**src/design/tep_pkg.sv**
```systemverilog
/*
 * Constants shared by the timer channel: register offsets, field positions,
 * reset values, mode, polarity and prescaler encodings.
 * Assumes a 2-bit word address on the plain register port.
 */
package tep_pkg;

    // Register word offsets
    localparam logic [1:0] ADDR_COUNT = 2'h0;
    localparam logic [1:0] ADDR_MODE = 2'h1;
    localparam logic [1:0] ADDR_START = 2'h2;
    localparam logic [1:0] ADDR_ICTL = 2'h3;

    // Mode register field positions
    localparam int MODE_LSB = 0;
    localparam int POL_LSB = 2;
    localparam int OVF_BIT = 5;
    localparam int SRC_LSB = 6;

    // Start and interrupt control field positions
    localparam int START_BIT = 0;
    localparam int PRIO_LSB = 0;
    localparam int IREQ_BIT = 3;

    // Operating modes
    localparam logic [1:0] MODE_TIMER = 2'h0;
    localparam logic [1:0] MODE_EVENT = 2'h1;
    localparam logic [1:0] MODE_MEAS = 2'h2;

    // Edge polarity codes
    localparam logic [1:0] POL_FALL = 2'h0;
    localparam logic [1:0] POL_RISE = 2'h1;
    localparam logic [1:0] POL_BOTH = 2'h2;

    // Prescaler masks for divide by 2, 16, 64, 512
    localparam logic [8:0] DIV2_MASK = 9'h001;
    localparam logic [8:0] DIV16_MASK = 9'h00F;
    localparam logic [8:0] DIV64_MASK = 9'h03F;
    localparam logic [8:0] DIV512_MASK = 9'h1FF;

    // Counter limits and reset values
    localparam logic [15:0] CNT_ZERO = 16'h0000;
    localparam logic [15:0] CNT_MAX = 16'hFFFF;
    localparam logic OVF_RESET = 1'b1;

endpackage

```
**src/design/tep_edge_sync.sv**
```systemverilog
/*
 * Input pin synchroniser with agreement filter and edge pulses.
 * Assumes the pin is asynchronous to ref_clk; edges come out as
 * one-cycle registered pulses.
 */
`timescale 1ns/1ps

module tep_edge_sync (
    // Clock and reset
    input wire logic ref_clk,
    input wire logic rst,
    // Raw pin
    input wire logic pin,
    // Filtered level and edges
    output logic level,
    output logic rise,
    output logic fall
);

    typedef struct packed {
        logic s1;
        logic s2;
        logic s3;
        logic primed;
        logic level;
        logic rise;
        logic fall;
    } tep_sync_t;

    tep_sync_t q;
    tep_sync_t d;

    // Shift chain; a change counts once stages two and three agree
    always_comb begin
        d = q;
        d.s1 = pin;
        d.s2 = q.s1;
        d.s3 = q.s2;
        d.rise = 1'b0;
        d.fall = 1'b0;
        if (q.s2 == q.s3) begin
            d.primed = 1'b1;
            d.level = q.s3;
            // First agreement only primes, no false edge
            if (q.primed && q.s3 != q.level) begin
                d.rise = q.s3;
                d.fall = ~q.s3;
            end
        end
    end

    // State register
    always_ff @(posedge ref_clk or posedge rst) begin
        if (rst) begin
            q <= '0;
        end else begin
            q <= d;
        end
    end

    assign level = q.level;
    assign rise = q.rise;
    assign fall = q.fall;

endmodule // tep_edge_sync

```
**src/design/tep_timer.sv**
```systemverilog
/*
 * One 16-bit timer channel: down-counting timer, event counter on the
 * channel input pin, and pulse period/width measurement.
 * Assumes ref_clk is the oscillator clock feeding the prescaler and
 * a plain register port with read data one cycle after the strobe.
 */
// Implementation choices: the address-and-strobe port and the register addresses.
// Function
// RL1 - Mode bits 00 select down-counting timer mode.
// RL2 - Timer mode: decrement per source pulse; underflow reloads and requests interrupt.
// RL3 - Loaded n gives one interrupt per n+1 source pulses.
// RL4 - Underflow in timer or event mode sets overflow flag with request.
// RL5 - Count write while stopped loads counter and reload together.
// RL6 - Count write while running goes to reload only, used at next underflow.
// RL7 - Timer and event modes read live counter; reload never readable.
// RL8 - Source feeds the counter only while the start flag is one.
// RL9 - Interrupt request stays set until accepted or cleared by software.
// RL10 - Mode 01 is event counting on input edges, source bits ignored.
// RL11 - Event polarity: 00 falling, 01 rising, 10 both edges.
// RL12 - Event mode decrements per edge; underflow reloads and requests interrupt.
// RL13 - Mode 10 measures: counter increments per source pulse while started.
// RL14 - Measurement edge copies counter to reload, then clears counter.
// RL15 - Measurement edges request interrupt except the first after start.
// RL16 - Measurement mode reads the captured value from reload register.
// RL17 - Measurement polarity: 00 fall-fall, 01 rise-rise, 10 every edge.
// RL18 - Input phases must last at least two source cycles.
// RL19 - Software decides whether a width result is high or low phase.
// RL20 - Software sets the shared pin to input before starting.
// RL21 - Software sets mode, then count, then start flag.
// RL22 - Measurement wrap from maximum to zero sets request and overflow.
// RL23 - Overflow flag is one after reset, cleared by mode register write.
// RL24 - Source bits 00..11 select oscillator divided by 2, 16, 64, 512.
// RL25 - Input pin synchronised before edge detection; source pulses are one-cycle enables.
`timescale 1ns/1ps

module tep_timer (
    // Clock and reset
    input wire logic ref_clk,
    input wire logic rst,
    // Register port
    input wire logic [1:0] reg_addr,
    input wire logic [15:0] reg_wdata,
    input wire logic reg_wr,
    input wire logic reg_rd,
    output logic [15:0] reg_rdata,
    // Interrupt request and acceptance
    output logic irq_req,
    input wire logic irq_accept,
    // Channel input
    input wire logic channel_input_pin
);

    typedef struct packed {
        logic [15:0] cnt;
        logic [15:0] rld;
        logic [1:0] mode;
        logic [1:0] pol;
        logic [1:0] src;
        logic ovf;
        logic start;
        logic [2:0] prio;
        logic ireq;
        logic first;
        logic [8:0] pre;
        logic tick;
        logic [15:0] rdata;
    } tep_state_t;

    tep_state_t q;
    tep_state_t d;

    logic in_level;
    logic in_rise;
    logic in_fall;
    logic [8:0] div_mask;
    logic edge_hit;
    logic src_pulse;
    logic cnt_wr;
    logic mode_wr;
    logic start_wr;
    logic ictl_wr;
    logic down_step;
    logic underflow;
    logic meas_edge;
    logic meas_wrap;
    logic ev_set;

    // Synchronised pin and edge pulses
    tep_edge_sync u_sync ( // [RL25]
        .ref_clk(ref_clk),
        .rst(rst),
        .pin(channel_input_pin),
        .level(in_level),
        .rise(in_rise),
        .fall(in_fall)
    );

    // Prescaler tap for the selected count source
    always_comb begin
        case (q.src) // [RL24]
            2'h0: div_mask = tep_pkg::DIV2_MASK;
            2'h1: div_mask = tep_pkg::DIV16_MASK;
            2'h2: div_mask = tep_pkg::DIV64_MASK;
            2'h3: div_mask = tep_pkg::DIV512_MASK;
            default: div_mask = tep_pkg::DIV2_MASK;
        endcase
    end

    // Effective edge by polarity code
    always_comb begin
        case (q.pol)
            tep_pkg::POL_FALL: edge_hit = in_fall; // [RL11] [RL17]
            tep_pkg::POL_RISE: edge_hit = in_rise; // [RL11] [RL17]
            tep_pkg::POL_BOTH: edge_hit = in_rise | in_fall; // [RL11] [RL17]
            default: edge_hit = 1'b0;
        endcase
    end

    // Register strobes decoded from the port
    assign cnt_wr = reg_wr && (reg_addr == tep_pkg::ADDR_COUNT);
    assign mode_wr = reg_wr && (reg_addr == tep_pkg::ADDR_MODE);
    assign start_wr = reg_wr && (reg_addr == tep_pkg::ADDR_START);
    assign ictl_wr = reg_wr && (reg_addr == tep_pkg::ADDR_ICTL);

    // Source pulse gated by start; one cycle wide
    assign src_pulse = q.tick && q.start; // [RL8] [RL25]

    // Decrement step: internal source or input edge, by mode
    always_comb begin
        case (q.mode)
            tep_pkg::MODE_TIMER: down_step = src_pulse; // [RL1] [RL2]
            tep_pkg::MODE_EVENT: down_step = edge_hit && q.start; // [RL10] [RL12]
            default: down_step = 1'b0;
        endcase
    end

    // Underflow: counter at zero takes a step
    assign underflow = down_step && (q.cnt == tep_pkg::CNT_ZERO); // [RL3]

    // Measurement events
    assign meas_edge = (q.mode == tep_pkg::MODE_MEAS) && q.start && edge_hit; // [RL14]
    assign meas_wrap = (q.mode == tep_pkg::MODE_MEAS) && src_pulse && !edge_hit
        && (q.cnt == tep_pkg::CNT_MAX); // [RL22]

    // Any hardware request source this cycle
    assign ev_set = underflow || meas_wrap || (meas_edge && !q.first); // [RL15]

    // Next-state logic
    always_comb begin
        d = q;
        d.pre = q.pre + 9'h001;
        d.tick = ((q.pre & div_mask) == div_mask); // [RL24] [RL25]
        d.rdata = 16'h0000;

        // Counter behaviour per mode
        if (down_step) begin
            if (q.cnt == tep_pkg::CNT_ZERO) begin
                d.cnt = q.rld; // [RL2] [RL6] [RL12]
            end else begin
                d.cnt = q.cnt - 16'h0001; // [RL2] [RL12]
            end
        end
        if (q.mode == tep_pkg::MODE_MEAS) begin
            if (meas_edge) begin
                d.rld = q.cnt; // [RL14]
                d.cnt = tep_pkg::CNT_ZERO; // [RL14]
                d.first = 1'b0;
            end else if (src_pulse) begin
                d.cnt = q.cnt + 16'h0001; // [RL13] [RL22]
            end
        end

        // Count register write
        if (cnt_wr) begin
            d.rld = reg_wdata; // [RL5] [RL6]
            if (!q.start) begin
                d.cnt = reg_wdata; // [RL5]
            end
        end

        // Mode register write; overflow flag cleared unless set now
        if (mode_wr) begin
            d.mode = reg_wdata[tep_pkg::MODE_LSB +: 2];
            d.pol = reg_wdata[tep_pkg::POL_LSB +: 2];
            d.src = reg_wdata[tep_pkg::SRC_LSB +: 2];
            d.ovf = 1'b0; // [RL23]
        end
        if (underflow || meas_wrap) begin
            d.ovf = 1'b1; // [RL4] [RL22]
        end

        // Start flag; a fresh start arms first-edge suppression
        if (start_wr) begin
            d.start = reg_wdata[tep_pkg::START_BIT]; // [RL8]
            if (!q.start && reg_wdata[tep_pkg::START_BIT]) begin
                d.first = 1'b1; // [RL15]
            end
        end

        // Interrupt request bit: software write or acceptance, set wins
        if (ictl_wr) begin
            d.prio = reg_wdata[tep_pkg::PRIO_LSB +: 3];
            d.ireq = reg_wdata[tep_pkg::IREQ_BIT];
        end else if (irq_accept) begin
            d.ireq = 1'b0; // [RL9]
        end
        if (ev_set) begin
            d.ireq = 1'b1; // [RL2] [RL9] [RL12] [RL15]
        end

        // Read data, valid only in the cycle after the strobe
        if (reg_rd) begin
            case (reg_addr)
                tep_pkg::ADDR_COUNT: begin
                    if (q.mode == tep_pkg::MODE_MEAS) begin
                        d.rdata = q.rld; // [RL16]
                    end else begin
                        d.rdata = q.cnt; // [RL7]
                    end
                end
                tep_pkg::ADDR_MODE: begin
                    d.rdata[tep_pkg::MODE_LSB +: 2] = q.mode;
                    d.rdata[tep_pkg::POL_LSB +: 2] = q.pol;
                    d.rdata[tep_pkg::OVF_BIT] = q.ovf;
                    d.rdata[tep_pkg::SRC_LSB +: 2] = q.src;
                end
                tep_pkg::ADDR_START: begin
                    d.rdata[tep_pkg::START_BIT] = q.start;
                    d.rdata[1] = in_level;
                end
                tep_pkg::ADDR_ICTL: begin
                    d.rdata[tep_pkg::PRIO_LSB +: 3] = q.prio;
                    d.rdata[tep_pkg::IREQ_BIT] = q.ireq;
                end
                default: d.rdata = 16'h0000;
            endcase
        end
    end

    // State register; overflow flag comes out of reset set
    always_ff @(posedge ref_clk or posedge rst) begin
        if (rst) begin
            q <= '0;
            q.ovf <= tep_pkg::OVF_RESET; // [RL23]
        end else begin
            q <= d;
        end
    end

    // Outputs straight from flip-flops
    assign reg_rdata = q.rdata;
    assign irq_req = q.ireq;

endmodule // tep_timer

```
**config.mk**
```make
export PLATFORM = sky130hd
export DESIGN_NAME = tep_timer
export DESIGN_NICKNAME = d
export VERILOG_FILES = /design/src/design/tep_pkg.sv /design/src/design/tep_edge_sync.sv /design/src/design/tep_timer.sv
export SDC_FILE = /design/constraint.sdc
export NUM_CORES = 1
export LEC_CHECK = 0
export BUFFER_PORTS_ARGS = -buffer_cell sky130_fd_sc_hd__buf_2
export CORE_MARGIN = 10
export CORE_UTILIZATION = 54
export DETAILED_ROUTE_END_ITERATION = 8
export GPL_ROUTABILITY_DRIVEN = 0
export HOLD_SLACK_MARGIN = 0.08
export PLACE_DENSITY = 0.85
export SYNTH_ARGS = -nofsm -noshare
export SYNTH_HDL_FRONTEND = slang
export SYNTH_HIERARCHICAL = 1
export SYNTH_SLANG_ARGS = --single-unit
```
**constraint.sdc**
```tcl
create_clock -name ref_clk -period 2.4 [get_ports ref_clk]
set_clock_uncertainty 0.05 [all_clocks]
set_input_delay 0.48 -clock ref_clk [delete_from_list [all_inputs] [get_ports ref_clk]]
set_output_delay 0.48 -clock ref_clk [all_outputs]
set_load 0.02 [all_outputs]
```
Word level (Yosys, flattened, before mapping) --
Cells that the tools add are included.
Word-level totals: bits in read-only memories 0, bits in latches 0, memories kept 0, input bits 24, logic and storage cells 99, memory bits (writable) 0, register bits after elaboration 78, output and inout bits 17
Cells by class: muxes and demuxes 29, shifts and indexed selects 0, reductions and logical operators 30, div/mod/pow operators 0, magnitude comparators 0, $mul 0, $add $sub $neg 3, equal/unequal tests 14, bitwise logic cells 3
Operator list (number):
- two-way mux 16 bit | 8
- two-way mux 32 bit | 2
- case mux 9 bit (4 select lines) | 1
- adder 16 x 1 -> 16 bit (second input constant) | 1
- equality test 16 bit (second input constant) | 1
- zero test 16 bit | 1
- subtractor 16 x 1 -> 16 bit (second input constant) | 1
- logical AND 1 bit | 15
- equality test 2 bit (second input constant) | 6
- two-way mux 1 bit | 10
- adder 9 x 1 -> 9 bit (second input constant) | 1
- bitwise AND 9 bit | 1
- equality test 9 bit | 1
- equality test 2 x 1 -> 1 bit (second input constant) | 4
- zero test 2 bit | 4
- two-way mux 8 bit | 1
- case mux 2 bit (4 select lines) | 1
- case mux 2 bit (3 select lines) | 1
- case mux 3 bit (2 select lines) | 1
- nonzero test 2 bit | 3
- two-way mux 2 bit | 2
- zero test 1 bit | 3
- case mux 1 bit (3 select lines) | 1
- nonzero test 3 bit | 1
- other kinds (7) | 8

Logic depth before layout (Yosys ltp) --
depth in word-level cells 10, gate-level depth with buffers 10, mapped depth without buffers 8

Modules after synthesis --
The synthesis kept the hierarchy.
By module, submodules not included:
- tep_timer | instances 1, area each 4272.8 µm², seq. area each 1778.0 µm², cells each 486
- tep_edge_sync | instances 1, area each 225.2 µm², seq. area each 175.2 µm², cells each 14

Least setup slack after synthesis --
Ideal clock, no wire load.
path kind register -> register, from register q[57] (netlist bit), to register q[55] (netlist bit), slack -164 ps, library setup time 137 ps, stages on the path, launching flop included 10, data arrival time 2377 ps, path buffers 3, cells stage by stage dfrtp_1 -> buf_6 -> or4_4 -> or3_1 -> buf_2 -> or2_1 -> buf_6 -> o21a_1 -> o311ai_2 -> nand4_1
RTL lines:
- from (decl) | line tep_timer.sv:69 | tep_state_t q;

==> results.sh <==
export IMPL_synth_avg_cell_area_um2=9.00
export IMPL_dr_pass1_iters=6
export IMPL_synth_xor_area_share_pct=3.70
export IMPL_yosys_most_used_dff="dfrtp_1"
export IMPL_drt_iter0_markers=397
export IMPL_synth_warnings=6
export IMPL_die_area_um2=12400
export IMPL_maxSlewHeadroom_pct=53.7
export IMPL_worstPathMaxFanout=8
export IMPL_synthArstFlopShare_pct=100
export IMPL_routedWlPerCell_um=18.5
export IMPL_synth_edf_count=0
export IMPL_synth_area_mux_share_pct=7.40
export IMPL_via_count=4041
export IMPL_synth_cells=500
export IMPL_grt_pass1_wl_um=20300
export IMPL_grt_pass1_vias=4090
export IMPL_critPathArrivalTime_ps=2540
export IMPL_fin_setup_tns_ps=0
export IMPL_clkLatencyLatePin_ps=370
export IMPL_grt_overflow_total=0
export IMPL_antenna_found_initial=0
export IMPL_viasPerCell=6.18
export IMPL_layout_min_cycle_time_ps=2370
export IMPL_path_clk_slew_ps=90
export IMPL_drive_gt1_share_pct=23.1
export IMPL_ir_drop_mv=0.583
export IMPL_synth_fp_nets=528
export IMPL_io_buffers=40
export IMPL_place_hpwl_um=8640
export IMPL_final_nets=572
export IMPL_synth_simple_gate_area_share_pct=18.9
export IMPL_synthDistinctLibCells=61
export IMPL_grt_usage_pct=19.3
export IMPL_io_pins=41
export IMPL_hold_viol=0
export IMPL_synth_top_family_by_area="simple AND/OR/NAND/NOR gates"
export IMPL_synth_compound_gate_area_share_pct=17.8
export IMPL_finalMaxSlewViolations=0
export IMPL_die_h_um=111
export IMPL_hold_class="in -> reg"
export IMPL_synthAdderAreaFrac_pct=1.36
export IMPL_power_mw=4.54
export IMPL_rsz0062_at_grt="true"
export IMPL_antenna_cells=0
export IMPL_critPathRequiredTime_ps=2580
export IMPL_setup_viol=0
export IMPL_area_delta_synth_final_pct=14.2
export IMPL_cts_sinks=78
export IMPL_root_buffer="clkbuf_8"
export IMPL_core_um2=8180
export IMPL_grt_max_degree=47
export IMPL_power_leakage_nw=2.37
export IMPL_drc=0
export IMPL_fp_row_count=33
export IMPL_met1Wirelength_um=4960
export IMPL_start_util_pct=55.0
export IMPL_top_layer="met4"
export IMPL_yosys_register_bits=78
export IMPL_cap_violations=0
export IMPL_max_freq_ghz=0.422
export IMPL_power_density_nw_per_um2=885
export IMPL_die_w_um=111
export IMPL_route_met3_wl_um=907
export IMPL_routed_wl_um=12100
export IMPL_seq_area_frac_synth_pct=43.4
export IMPL_post_cts_repair_setup_buffers=0
export IMPL_status="complete, no violations"
export IMPL_fin_crit_sh_pct=98.7
export IMPL_path_class="reg -> reg"
export IMPL_cts_made_buffers=9
export IMPL_worst_setup_path_start_kind="register"
export IMPL_htree_levels=3
export IMPL_tightestPinTransition_ps=695
export IMPL_syn_area_um2=4500
export IMPL_n_fill_cell=686
export IMPL_worst_setup_path_end_kind="register"
export IMPL_cts_tree="built"
export IMPL_antenna_left=0
export IMPL_clockBufferDepth=2
export IMPL_met2_length_um=6020
-- final timing paths --
kind,start,cells after the start,endpoint,slack (ps)
min in group asynchronous,rst,3,u_sync/q[4],560
max in group asynchronous,rst,4,reg_rdata[12],1090
max reg2reg,q[57],6,q[55],30
max,q[57],6,q[55],30
min,channel_input_pin,1,u_sync/d[5],170
min reg2reg,u_sync/d[5],0,u_sync/d[4],310
-- registers in the layout, summed over array words and instances (netlist names) --
register and cells:
u_sync/fall 1, irq_req 1, u_sync/q 2, q 54, u_sync/rise 1, u_sync/level 1, u_sync/d 2, reg_rdata 16
-- cells in the final DEF, fill, tap and decap left out, drive strengths merged, types with 4 or more instances in the layout --
cell type  synthesis  routed
o31ai              4       4
o21a               4       4
nand2b             5       5
nand3             18      18
xnor2             10      10
a31oi              4       4
nor3              18      18
clkbuf            25       9
and3               5       5
inv               14      18
ha                 4       4
nor2              25      25
dfrtp             77      77
a21oi             38      38
o21ai             35      35
o211ai             5       5
nand2             76      76
buf               26      83
nand4              5       5
nand3b             4       4
a32o               6       6
xor2               9       9
mux2i             22      22
mux2              10      10
-- routing by layer --
| layer | track usage, % | vias to the layer above |
|---|---|---|
| met2 | 32.8 | 200 |
| met5 | 0 | - |
| met1 | 23.2 | 1957 |
| met3 | 4.60 | 28 |
| li1 | - | 1856 |
| met4 | 6.68 | 0 |
-- cells in the mapped netlist (6+ instances only) --
library cell,n,area share [%]
mux2i_1,22,4.9
buf_4,16,2.7
nor2_1,25,2.1
nand3_1,18,2.0
clkbuf_1,25,2.1
a32o_1,6,1.3
mux2_2,10,2.5
dfrtp_1,77,43
a21oi_1,38,4.2
nor3_1,17,1.9
xor2_1,9,1.8
inv_1,14,1.2
o21ai_0,31,3.4
xnor2_1,10,1.9
nand2_1,76,6.3
-- worst max-delay path, stage by stage (launching register included) --
cell and delay, ps:
dfrtp_1 400, or4_4 510, or3_1 380, or2_4 300, o21a_1 210, o311ai_2 250
nand4_1 130
-- repair_timing --
item | CTS | global route
hold endpoints to repair | 7 | 0
endpoints found under the setup margin | 8 | 5
hold buffers | 1 | 0
gates resized for setup | 1 | 5
-- cell families (layout without fill, tap and decap cells) --
family	count (synthesis)	count (layout)
buffers and inverters	65	114
adder cells (fa/ha/maj)	5	5
multiplexers	32	32
XOR/XNOR	19	19
AO/OA/AOI/OAI	123	123
flip-flops	78	78
AND/OR/NAND/NOR	178	178
-- final cells by class --
cell class	instances	area [µm²]	share of cell area (%)
Inverter	14	52.6	1.02
Sequential cell	78	1950	38.0
Clock buffer	9	124	2.41
Multi-Input combinational cell	357	2250	43.8
Timing Repair Buffer	84	546	10.6
Clock inverter	7	77.6	1.51
Tap cell	105	131	2.56
-- where the power goes --
group	switching, mW	leakage (nW)	internal (mW)
clock	0.543	0.101	0.494
sequential	0.234	0.974	1.56
combinational	0.971	1.29	0.745
-- metrics by stage --
stage          cell area, µm²  cells  setup slack, ps  util [%]  hold WS (ps)
6_report                 5130    654             31.8      62.8           172
5_1_grt                  5130    654            -18.1      62.8           152
4_1_cts                  5110    654             41.8      62.5           161
3_5_place_dp             4900    637            -30.0      59.9           289
3_3_place_gp             4900    637             35.5      59.9           285
2_1_floorplan            4510    500             -135         -           233
Note: power is estimated with default switching activity, not from simulation.
